`config.mk`:
```
export PLATFORM = sky130hd
export DESIGN_NAME = puc_timer
export DESIGN_NICKNAME = d
export VERILOG_FILES = /design/src/verilog/puc_timer.v
export VERILOG_INCLUDE_DIRS = /design/src /design/src/verilog
export SDC_FILE = /design/constraint.sdc
export NUM_CORES = 1
export LEC_CHECK = 0
export ABC_AREA = 1
export BUFFER_PORTS_ARGS = -buffer_cell sky130_fd_sc_hd__buf_4
export CORE_ASPECT_RATIO = 1.75
export CORE_MARGIN = 2
export CORE_UTILIZATION = 53
export CTS_BUF_LIST = sky130_fd_sc_hd__clkbuf_8
export DETAILED_ROUTE_END_ITERATION = 10
export PLACE_DENSITY = 0.79
export SKIP_LAST_GASP = 1
export SLEW_MARGIN = 5
export SYNTH_ARGS = -nofsm -noshare
export SYNTH_HDL_FRONTEND = slang
export SYNTH_SLANG_ARGS = --single-unit
```
`constraint.sdc`:
```
create_clock -name aclk -period 2 [get_ports aclk]
set_input_delay 0.2 -clock aclk [delete_from_list [all_inputs] [get_ports aclk]]
set_output_delay 0.2 -clock aclk [all_outputs]
set_load 0.05 [all_outputs]
```
`src/verilog/puc_map.vh`:
```
// Overview of operation
// - Prescaler select codes 000..101 pick periph clock divided by 1,2,4,8,16,32.
// - The up-counter is a 16-bit binary counter.
// - Two-bit source select picks tick div1, div4, div16 or external pin.
// - Writing 1 to the counter run bit starts counting.
// - Writing 0 to the counter run bit stops and clears the counter.
// - Counter equal to compare 0 or 1 raises that match interrupt.
// - With clear enable 1, a match on compare 1 clears the counter.
// - With clear enable 0, the counter runs free.
// - Prescaler run bit 1 enables the prescaler; 0 stops and clears it.
// - Counter overflow past its maximum raises an overflow interrupt.
`ifndef PUC_MAP_VH
`define PUC_MAP_VH
`define PUC_ADDR_RUN    8'h04
`define PUC_ADDR_MODE   8'h08
`define PUC_ADDR_PRE    8'h0C
`define PUC_ADDR_RG0    8'h20
`define PUC_ADDR_RG1    8'h24
`define PUC_ADDR_CNT    8'h2C
`define PUC_ADDR_STAT   8'h30
`define PUC_ADDR_IEN    8'h34
`define PUC_ADDR_ICLR   8'h38
`define PUC_RUN_CNT     0
`define PUC_RUN_PRE     1
`define PUC_MODE_SRC_LO 0
`define PUC_MODE_SRC_HI 1
`define PUC_MODE_CLE    2
`define PUC_IRQ_M0      0
`define PUC_IRQ_M1      1
`define PUC_IRQ_OVF     2
`define PUC_SRC_DIV1    2'h0
`define PUC_SRC_DIV4    2'h1
`define PUC_SRC_DIV16   2'h2
`define PUC_SRC_PIN     2'h3
`define PUC_RESP_OKAY   2'h0
`define PUC_RESP_SLVERR 2'h2
`endif

```
`src/verilog/puc_timer.v`:
```
// Design decisions made here: register access over AXI4-Lite and the register offsets.
`timescale 1ns/1ps
`default_nettype none
`include "puc_map.vh"
module puc_timer #(
	parameter CNT_W = 16,
	parameter PRE_W = 10
) (
	input  wire        aclk,
	input  wire        aresetn,
	input  wire [7:0]  s_axi_awaddr,
	input  wire        s_axi_awvalid,
	output reg         s_axi_awready,
	input  wire [31:0] s_axi_wdata,
	input  wire [3:0]  s_axi_wstrb,
	input  wire        s_axi_wvalid,
	output reg         s_axi_wready,
	output reg  [1:0]  s_axi_bresp,
	output reg         s_axi_bvalid,
	input  wire        s_axi_bready,
	input  wire [7:0]  s_axi_araddr,
	input  wire        s_axi_arvalid,
	output reg         s_axi_arready,
	output reg  [31:0] s_axi_rdata,
	output reg  [1:0]  s_axi_rresp,
	output reg         s_axi_rvalid,
	input  wire        s_axi_rready,
	input  wire        external_count_pin,
	output reg         irq_q
);
	reg             counter_run_bit_q;
	reg             prescaler_run_bit_q;
	reg [1:0]       count_source_select_q;
	reg             match1_clear_enable_q;
	reg [2:0]       pre_sel_q;
	reg [CNT_W-1:0] compare_reg_0_q;
	reg [CNT_W-1:0] compare_reg_1_q;
	reg [CNT_W-1:0] up_count_value_q;
	reg [2:0]       stat_q;
	reg [2:0]       ien_q;
	reg [PRE_W-1:0] pre_q;
	reg [PRE_W-1:0] pre_prev_q;
	reg [2:0]       pin_sync_q;
	reg             pin_level_q;
	reg [7:0]       aw_addr_q;
	reg [31:0]      w_data_q;
	reg [3:0]       w_strb_q;
	reg             aw_have_q;
	reg             w_have_q;

	// At selects 1 to 5, the selected periph rate is a falling edge of one prescaler bit; selects 6 and 7 give no tick.
	wire [PRE_W-1:0] pre_fall = pre_prev_q & ~pre_q;
	reg              tick_base;
	reg              tick_div1;
	reg              tick_div4;
	reg              tick_div16;
	reg              tick_sel;
	wire             pin_rise;
	wire             do_write = aw_have_q && w_have_q && !s_axi_bvalid;
	wire             wr_ok;
	wire [CNT_W-1:0] cnt_inc = up_count_value_q + {{(CNT_W-1){1'b0}}, 1'b1};
	wire             cnt_max = &up_count_value_q;
	wire             hit0;
	wire             hit1;
	wire             ovf_ev;
	wire [2:0]       ev;
	reg  [31:0]      rd_data;
	reg              rd_ok;

	// A free-running stage divides by 1; pre_fall on bit n gives /2^(n+1).
	always @* begin
		case (pre_sel_q)
		3'h0: tick_base = prescaler_run_bit_q;
		3'h1: tick_base = pre_fall[0];
		3'h2: tick_base = pre_fall[1];
		3'h3: tick_base = pre_fall[2];
		3'h4: tick_base = pre_fall[3];
		3'h5: tick_base = pre_fall[4];
		default: tick_base = 1'b0;
		endcase
	end

	// Slower ticks are taken two and four stages further up.
	always @* begin
		tick_div1 = tick_base;
		case (pre_sel_q)
		3'h0: begin
			tick_div4  = pre_fall[1];
			tick_div16 = pre_fall[3];
		end
		3'h1: begin
			tick_div4  = pre_fall[2];
			tick_div16 = pre_fall[4];
		end
		3'h2: begin
			tick_div4  = pre_fall[3];
			tick_div16 = pre_fall[5];
		end
		3'h3: begin
			tick_div4  = pre_fall[4];
			tick_div16 = pre_fall[6];
		end
		3'h4: begin
			tick_div4  = pre_fall[5];
			tick_div16 = pre_fall[7];
		end
		3'h5: begin
			tick_div4  = pre_fall[6];
			tick_div16 = pre_fall[8];
		end
		default: begin
			tick_div4  = 1'b0;
			tick_div16 = 1'b0;
		end
		endcase
	end

	// Pin edge counts once the second and third stages agree high.
	assign pin_rise = pin_sync_q[1] && pin_sync_q[2] && !pin_level_q;

	always @* begin
		case (count_source_select_q)
		`PUC_SRC_DIV1:  tick_sel = tick_div1;
		`PUC_SRC_DIV4:  tick_sel = tick_div4;
		`PUC_SRC_DIV16: tick_sel = tick_div16;
		default:        tick_sel = pin_rise;
		endcase
	end

	// Matches are events on entry to the value, so a stopped counter at a
	// compare value does not raise the flag again every cycle.
	wire step = counter_run_bit_q && tick_sel;
	wire clr1 = match1_clear_enable_q && (cnt_inc == compare_reg_1_q);
	assign hit0   = step && (cnt_inc == compare_reg_0_q);
	assign hit1   = step && (cnt_inc == compare_reg_1_q);
	assign ovf_ev = step && cnt_max && !clr1;
	assign ev     = {ovf_ev, hit1, hit0};

	always @(posedge aclk) begin
		if (!aresetn) begin
			pre_q      <= {PRE_W{1'b0}};
			pre_prev_q <= {PRE_W{1'b0}};
		end else if (!prescaler_run_bit_q) begin
			pre_q      <= {PRE_W{1'b0}};
			pre_prev_q <= {PRE_W{1'b0}};
		end else begin
			pre_q      <= pre_q + {{(PRE_W-1){1'b0}}, 1'b1};
			pre_prev_q <= pre_q;
		end
	end

	always @(posedge aclk) begin
		if (!aresetn) begin
			pin_sync_q  <= 3'h0;
			pin_level_q <= 1'b0;
		end else begin
			pin_sync_q <= {pin_sync_q[1:0], external_count_pin};
			if (pin_sync_q[1] == pin_sync_q[2]) begin
				pin_level_q <= pin_sync_q[2];
			end
		end
	end

	always @(posedge aclk) begin
		if (!aresetn) begin
			up_count_value_q <= {CNT_W{1'b0}};
		end else if (!counter_run_bit_q) begin
			up_count_value_q <= {CNT_W{1'b0}};
		end else if (step) begin
			if (clr1) begin
				up_count_value_q <= {CNT_W{1'b0}};
			end else begin
				up_count_value_q <= cnt_inc;
			end
		end
	end

	// AXI4-Lite write: address and data taken in either order.
	assign wr_ok = (aw_addr_q == `PUC_ADDR_RUN) || (aw_addr_q == `PUC_ADDR_MODE)
		|| (aw_addr_q == `PUC_ADDR_PRE) || (aw_addr_q == `PUC_ADDR_RG0)
		|| (aw_addr_q == `PUC_ADDR_RG1) || (aw_addr_q == `PUC_ADDR_IEN)
		|| (aw_addr_q == `PUC_ADDR_ICLR);

	always @(posedge aclk) begin
		if (!aresetn) begin
			s_axi_awready <= 1'b1;
			s_axi_wready  <= 1'b1;
			s_axi_bvalid  <= 1'b0;
			s_axi_bresp   <= `PUC_RESP_OKAY;
			aw_have_q     <= 1'b0;
			w_have_q      <= 1'b0;
			aw_addr_q     <= 8'h00;
			w_data_q      <= 32'h0000_0000;
			w_strb_q      <= 4'h0;
		end else begin
			if (s_axi_awvalid && s_axi_awready) begin
				aw_addr_q     <= s_axi_awaddr;
				aw_have_q     <= 1'b1;
				s_axi_awready <= 1'b0;
			end
			if (s_axi_wvalid && s_axi_wready) begin
				w_data_q     <= s_axi_wdata;
				w_strb_q     <= s_axi_wstrb;
				w_have_q     <= 1'b1;
				s_axi_wready <= 1'b0;
			end
			if (do_write) begin
				aw_have_q    <= 1'b0;
				w_have_q     <= 1'b0;
				s_axi_bvalid <= 1'b1;
				s_axi_bresp  <= wr_ok ? `PUC_RESP_OKAY : `PUC_RESP_SLVERR;
			end
			if (s_axi_bvalid && s_axi_bready) begin
				s_axi_bvalid  <= 1'b0;
				s_axi_awready <= 1'b1;
				s_axi_wready  <= 1'b1;
			end
		end
	end

	always @(posedge aclk) begin
		if (!aresetn) begin
			counter_run_bit_q     <= 1'b0;
			prescaler_run_bit_q   <= 1'b0;
			count_source_select_q <= `PUC_SRC_DIV1;
			match1_clear_enable_q <= 1'b0;
			pre_sel_q             <= 3'h0;
			compare_reg_0_q       <= {CNT_W{1'b0}};
			compare_reg_1_q       <= {CNT_W{1'b0}};
			ien_q                 <= 3'h0;
		end else if (do_write && w_strb_q[0]) begin
			if (aw_addr_q == `PUC_ADDR_RUN) begin
				counter_run_bit_q   <= w_data_q[`PUC_RUN_CNT];
				prescaler_run_bit_q <= w_data_q[`PUC_RUN_PRE];
			end else if (aw_addr_q == `PUC_ADDR_MODE) begin
				count_source_select_q <=
					w_data_q[`PUC_MODE_SRC_HI:`PUC_MODE_SRC_LO];
				match1_clear_enable_q <= w_data_q[`PUC_MODE_CLE];
			end else if (aw_addr_q == `PUC_ADDR_PRE) begin
				pre_sel_q <= w_data_q[2:0];
			end else if (aw_addr_q == `PUC_ADDR_RG0) begin
				compare_reg_0_q <= w_data_q[CNT_W-1:0];
			end else if (aw_addr_q == `PUC_ADDR_RG1) begin
				compare_reg_1_q <= w_data_q[CNT_W-1:0];
			end else if (aw_addr_q == `PUC_ADDR_IEN) begin
				ien_q <= w_data_q[2:0];
			end
		end
	end

	// A new event in the clearing cycle keeps its flag set.
	wire [2:0] clr_mask = (do_write && w_strb_q[0]
		&& aw_addr_q == `PUC_ADDR_ICLR) ? w_data_q[2:0] : 3'h0;

	always @(posedge aclk) begin
		if (!aresetn) begin
			stat_q <= 3'h0;
			irq_q  <= 1'b0;
		end else begin
			stat_q <= (stat_q & ~clr_mask) | ev;
			irq_q  <= |(((stat_q & ~clr_mask) | ev) & ien_q);
		end
	end

	always @* begin
		rd_data = 32'h0000_0000;
		rd_ok   = 1'b1;
		if (s_axi_araddr == `PUC_ADDR_RUN) begin
			rd_data[`PUC_RUN_CNT] = counter_run_bit_q;
			rd_data[`PUC_RUN_PRE] = prescaler_run_bit_q;
		end else if (s_axi_araddr == `PUC_ADDR_MODE) begin
			rd_data[`PUC_MODE_SRC_HI:`PUC_MODE_SRC_LO] = count_source_select_q;
			rd_data[`PUC_MODE_CLE] = match1_clear_enable_q;
		end else if (s_axi_araddr == `PUC_ADDR_PRE) begin
			rd_data[2:0] = pre_sel_q;
		end else if (s_axi_araddr == `PUC_ADDR_RG0) begin
			rd_data[CNT_W-1:0] = compare_reg_0_q;
		end else if (s_axi_araddr == `PUC_ADDR_RG1) begin
			rd_data[CNT_W-1:0] = compare_reg_1_q;
		end else if (s_axi_araddr == `PUC_ADDR_CNT) begin
			rd_data[CNT_W-1:0] = up_count_value_q;
		end else if (s_axi_araddr == `PUC_ADDR_STAT) begin
			rd_data[2:0] = stat_q;
		end else if (s_axi_araddr == `PUC_ADDR_IEN) begin
			rd_data[2:0] = ien_q;
		end else if (s_axi_araddr == `PUC_ADDR_ICLR) begin
			rd_data = 32'h0000_0000;
		end else begin
			rd_ok = 1'b0;
		end
	end

	always @(posedge aclk) begin
		if (!aresetn) begin
			s_axi_arready <= 1'b1;
			s_axi_rvalid  <= 1'b0;
			s_axi_rdata   <= 32'h0000_0000;
			s_axi_rresp   <= `PUC_RESP_OKAY;
		end else begin
			if (s_axi_arvalid && s_axi_arready) begin
				s_axi_arready <= 1'b0;
				s_axi_rvalid  <= 1'b1;
				s_axi_rdata   <= rd_data;
				s_axi_rresp   <= rd_ok ? `PUC_RESP_OKAY : `PUC_RESP_SLVERR;
			end
			if (s_axi_rvalid && s_axi_rready) begin
				s_axi_rvalid  <= 1'b0;
				s_axi_arready <= 1'b1;
			end
		end
	end
endmodule
`default_nettype wire
```
==> results.cfg <==
[cells_and_area]
fin_util_pct = 69.7
drive_gt1_share_pct = 23.2
layout.nets = 1178
syn2layout_area_growth_pct = 28.7
antenna_cells = 0

[pwr]
swShare_pct = 28.6
p_per_area_nw_per_um2 = 621
peakVddDrop_uv = 616
p_int_mw = 3.84
combPwrFrac_pct = 9.4
power_frac_seq_pct = 52.1
clockPowerShare_pct = 38.5
p_sw_mw = 1.54
cellLeakagePower_nw = 3.49
p_total_mw = 5.38

[clock_network]
cts_tree = yes
insertion_delay_ns = 0.45
cts.path.max_buffers = 2
cts-root-buf = clkbuf_8
numClockSinks = 135
cts_buffers = 17
htreeDepth = 4
clk_pin_slew_worst_paths_ns = 0.08

[die]
io-pin-count = 102
placementRows = 54
core_area_um2 = 12400
dieArea_um2 = 13700
die_x_um = 89.2
die_h_um = 153
start_util_pct = 54.2

[global_route]
track_usage_pct = 31.5
grt_max_degree = 34
grt_remaining_overflow = 0
antenna_found_initial = 0
grt_pass1_wl_um = 33200
grt_pass1_vias = 7049

[sta]
tns_ns = -0.750
setup_violations = 17
tightest_slew_ns = 0.626
fmax_mhz = 484
rsz0062_at_grt = true
final.setup_skew_ns = 0.0118
finalCriticalPeriod_ns = 2.07
finalCritPeriodShare_pct = 103
hold_viol = 0
fin_ws_ns = -0.0671
slew_viol_final = 0
slew_headroom_pct = 58.2
fin_hold_ws_ns = 0.0186

[worst_setup_path]
crit_path_start_kind = register
critical_path_class = register to register
worst_path_max_delay_cell = dfxtp_4
cp-end-kind = register
worstPathCellList = buf_6, nand2_8, nor2_4, nand2_4, nor2_4, nand2_2, nand2_2, nand2_2, nand2_2, nand2_2, nor2_4, nand4_4, buf_6, nand4_1, a21oi_2
crit_arrival_ns = 2.41
cp_max_fo = 8
cpMostUsedCell = nand2_2
cp_top_family = simple AND/OR/NAND/NOR gates
required_ns = 2.34
cpPeakStageDelay_ns = 0.37
worst-path-buf-inv = 2

[yosys]
ys_ff_latch = 135
synth_cells = 965
synth-edff-count = 0
synth-async-reset-ratio_pct = 0
yosys_warnings = 0
synthTopCellsByArea = dfxtp_1 40%, nand2_1 11%, a21oi_1 8.9%
synth.most_common_cell = nand2_1
synth_cell_types = 46
synth.avg_cell_area_um2 = 6.98
seq_area_frac_synth_pct = 40.1
yosys-top-cells-count = 202 x nand2_1, 135 x dfxtp_1, 120 x a21oi_1
synth_area_leader_cell = dfxtp_1
syn-cell-area_um2 = 6740
ys.flop_type = dfxtp_1
netlist.area_leader.share_pct = 40.1

[routing]
drt_iter0_drc = 572
via_per_inst = 5.52
drc = 0
ant_nets = 0
drt_wl_total_um = 20800
wl_per_cell_um = 16.1
dr.pass1.iters = 5
via_count = 7159

[placement]
port_buffers = 64
gp_congestion = 0.911
dp_hpwl_um = 14500

[job]
cap_violations = 0

[status]
status = finished with violations
violations = negative setup slack

[min_path]
hold_class = primary input to register
-- power groups by stage --
stage	clock network [mW]	logic (mW)	registers (mW)
final	2.07	0.507	2.80
after global routing	2.22	0.551	2.81
after CTS	2.09	0.495	2.80
after detailed placement	0	0.471	2.87
after global placement	0	0.464	2.86
after floorplan	0	0.296	2.89
-- final cells by class --
class	count	area (um^2)
Fill cell	1042	3760
Multi-Input combinational cell	690	3640
Inverter	104	393
Sequential cell	135	2730
Timing Repair Buffer	167	1340
Clock inverter	13	96.3
Clock buffer	19	262
Tap cell	168	210
-- logic make-up after synthesis --
logic type / count (synthesis) / synth area share, %
AOI/OAI and AO/OA: 253 / 19.7
DFF: 135 / 40.1
other: 1 / 0.0557
and+or+nand+nor: 404 / 27.0
xor gates and xnor gates: 12 / 2.60
buffers and inverters: 157 / 9.96
adders and majority gates: 3 / 0.557
-- layout by cell type (no fill, tap or decap), types with 6 or more instances in the layout --
cell type      count
nand3_2            8
conb_1            18
buf_4            143
nor3_1            16
nor2_1            73
dfxtp_1          124
dlygate4sd3_1     14
xor2_1             6
clkbuf_8          19
nand2_1          183
o21ai_0          111
nor2_4            13
inv_1            100
nand2_2           20
nand3_1           45
a21oi_1          118
dfxtp_2            7
buf_6              8
nand4_1           25
-- per-layer routing --
metal | up-vias | share of wire [%] | global-route usage (%)
met2 | 318 | 53 | 55.5
met1 | 3276 | 34 | 32.0
li1 | 3463 | - | -
met3 | 102 | 5.6 | 5.51
met4 | 0 | 6.8 | 21.8
met5 | - | 0 | 0
-- through the flow --
| stage | setup WS, ns | area (um^2) | cells |
|---|---|---|---|
| 6_report | -0.0671 | 8670 | 1296 |
| 2_1_floorplan | 0.00917 | 6800 | 982 |
| 4_1_cts | -0.0543 | 8480 | 1293 |
| 3_3_place_gp | -0.0865 | 7850 | 1242 |
| 5_1_grt | -0.159 | 8670 | 1296 |
| 3_5_place_dp | -0.133 | 7850 | 1242 |
-- state kept, by name, summed over array words and instances (netlist names), 8 cells and up --
| register | flops |
|---|---|
| compare_reg_0_q | 16 |
| compare_reg_1_q | 16 |
| s_axi_rdata | 16 |
| up_count_value_q | 16 |
| w_data_q | 16 |
| pre_prev_q | 9 |
| pre_q | 9 |
| aw_addr_q | 8 |
-- worst reg2reg max path, delay by kind of cell (launching register included) --
family / cells / cell delay (ns)
and+or+nand+nor: 12 / 1.26
DFF: 1 / 0.37
buffers and inverters: 2 / 0.29
AOI/OAI and AO/OA: 1 / 0.06
-- what timing repair did --
item,in CTS,in global routing
hold buffers,14,0
endpoints found under the setup margin,18,38
pin swaps,17,17
resized for setup,27,49
buffers inserted,5,3
hold endpoints to repair,14,0
-- worst paths after layout --
check / slack [ns] / depth (start not counted) / to / start
min reg2reg: 0.42 / 2 / pin_sync_q[1]$_SDFF_PN0_ / pin_sync_q[0]$_SDFF_PN0_
max: -0.07 / 15 / up_count_value_q[13]$_SDFFE_PN0P_ / up_count_value_q[1]$_SDFFE_PN0P_
max reg2reg: -0.07 / 15 / up_count_value_q[13]$_SDFFE_PN0P_ / up_count_value_q[1]$_SDFFE_PN0P_
min: 0.02 / 3 / w_data_q[12]$_SDFFE_PN0P_ / s_axi_wdata[12]
Power figures use the tool's default switching activity.
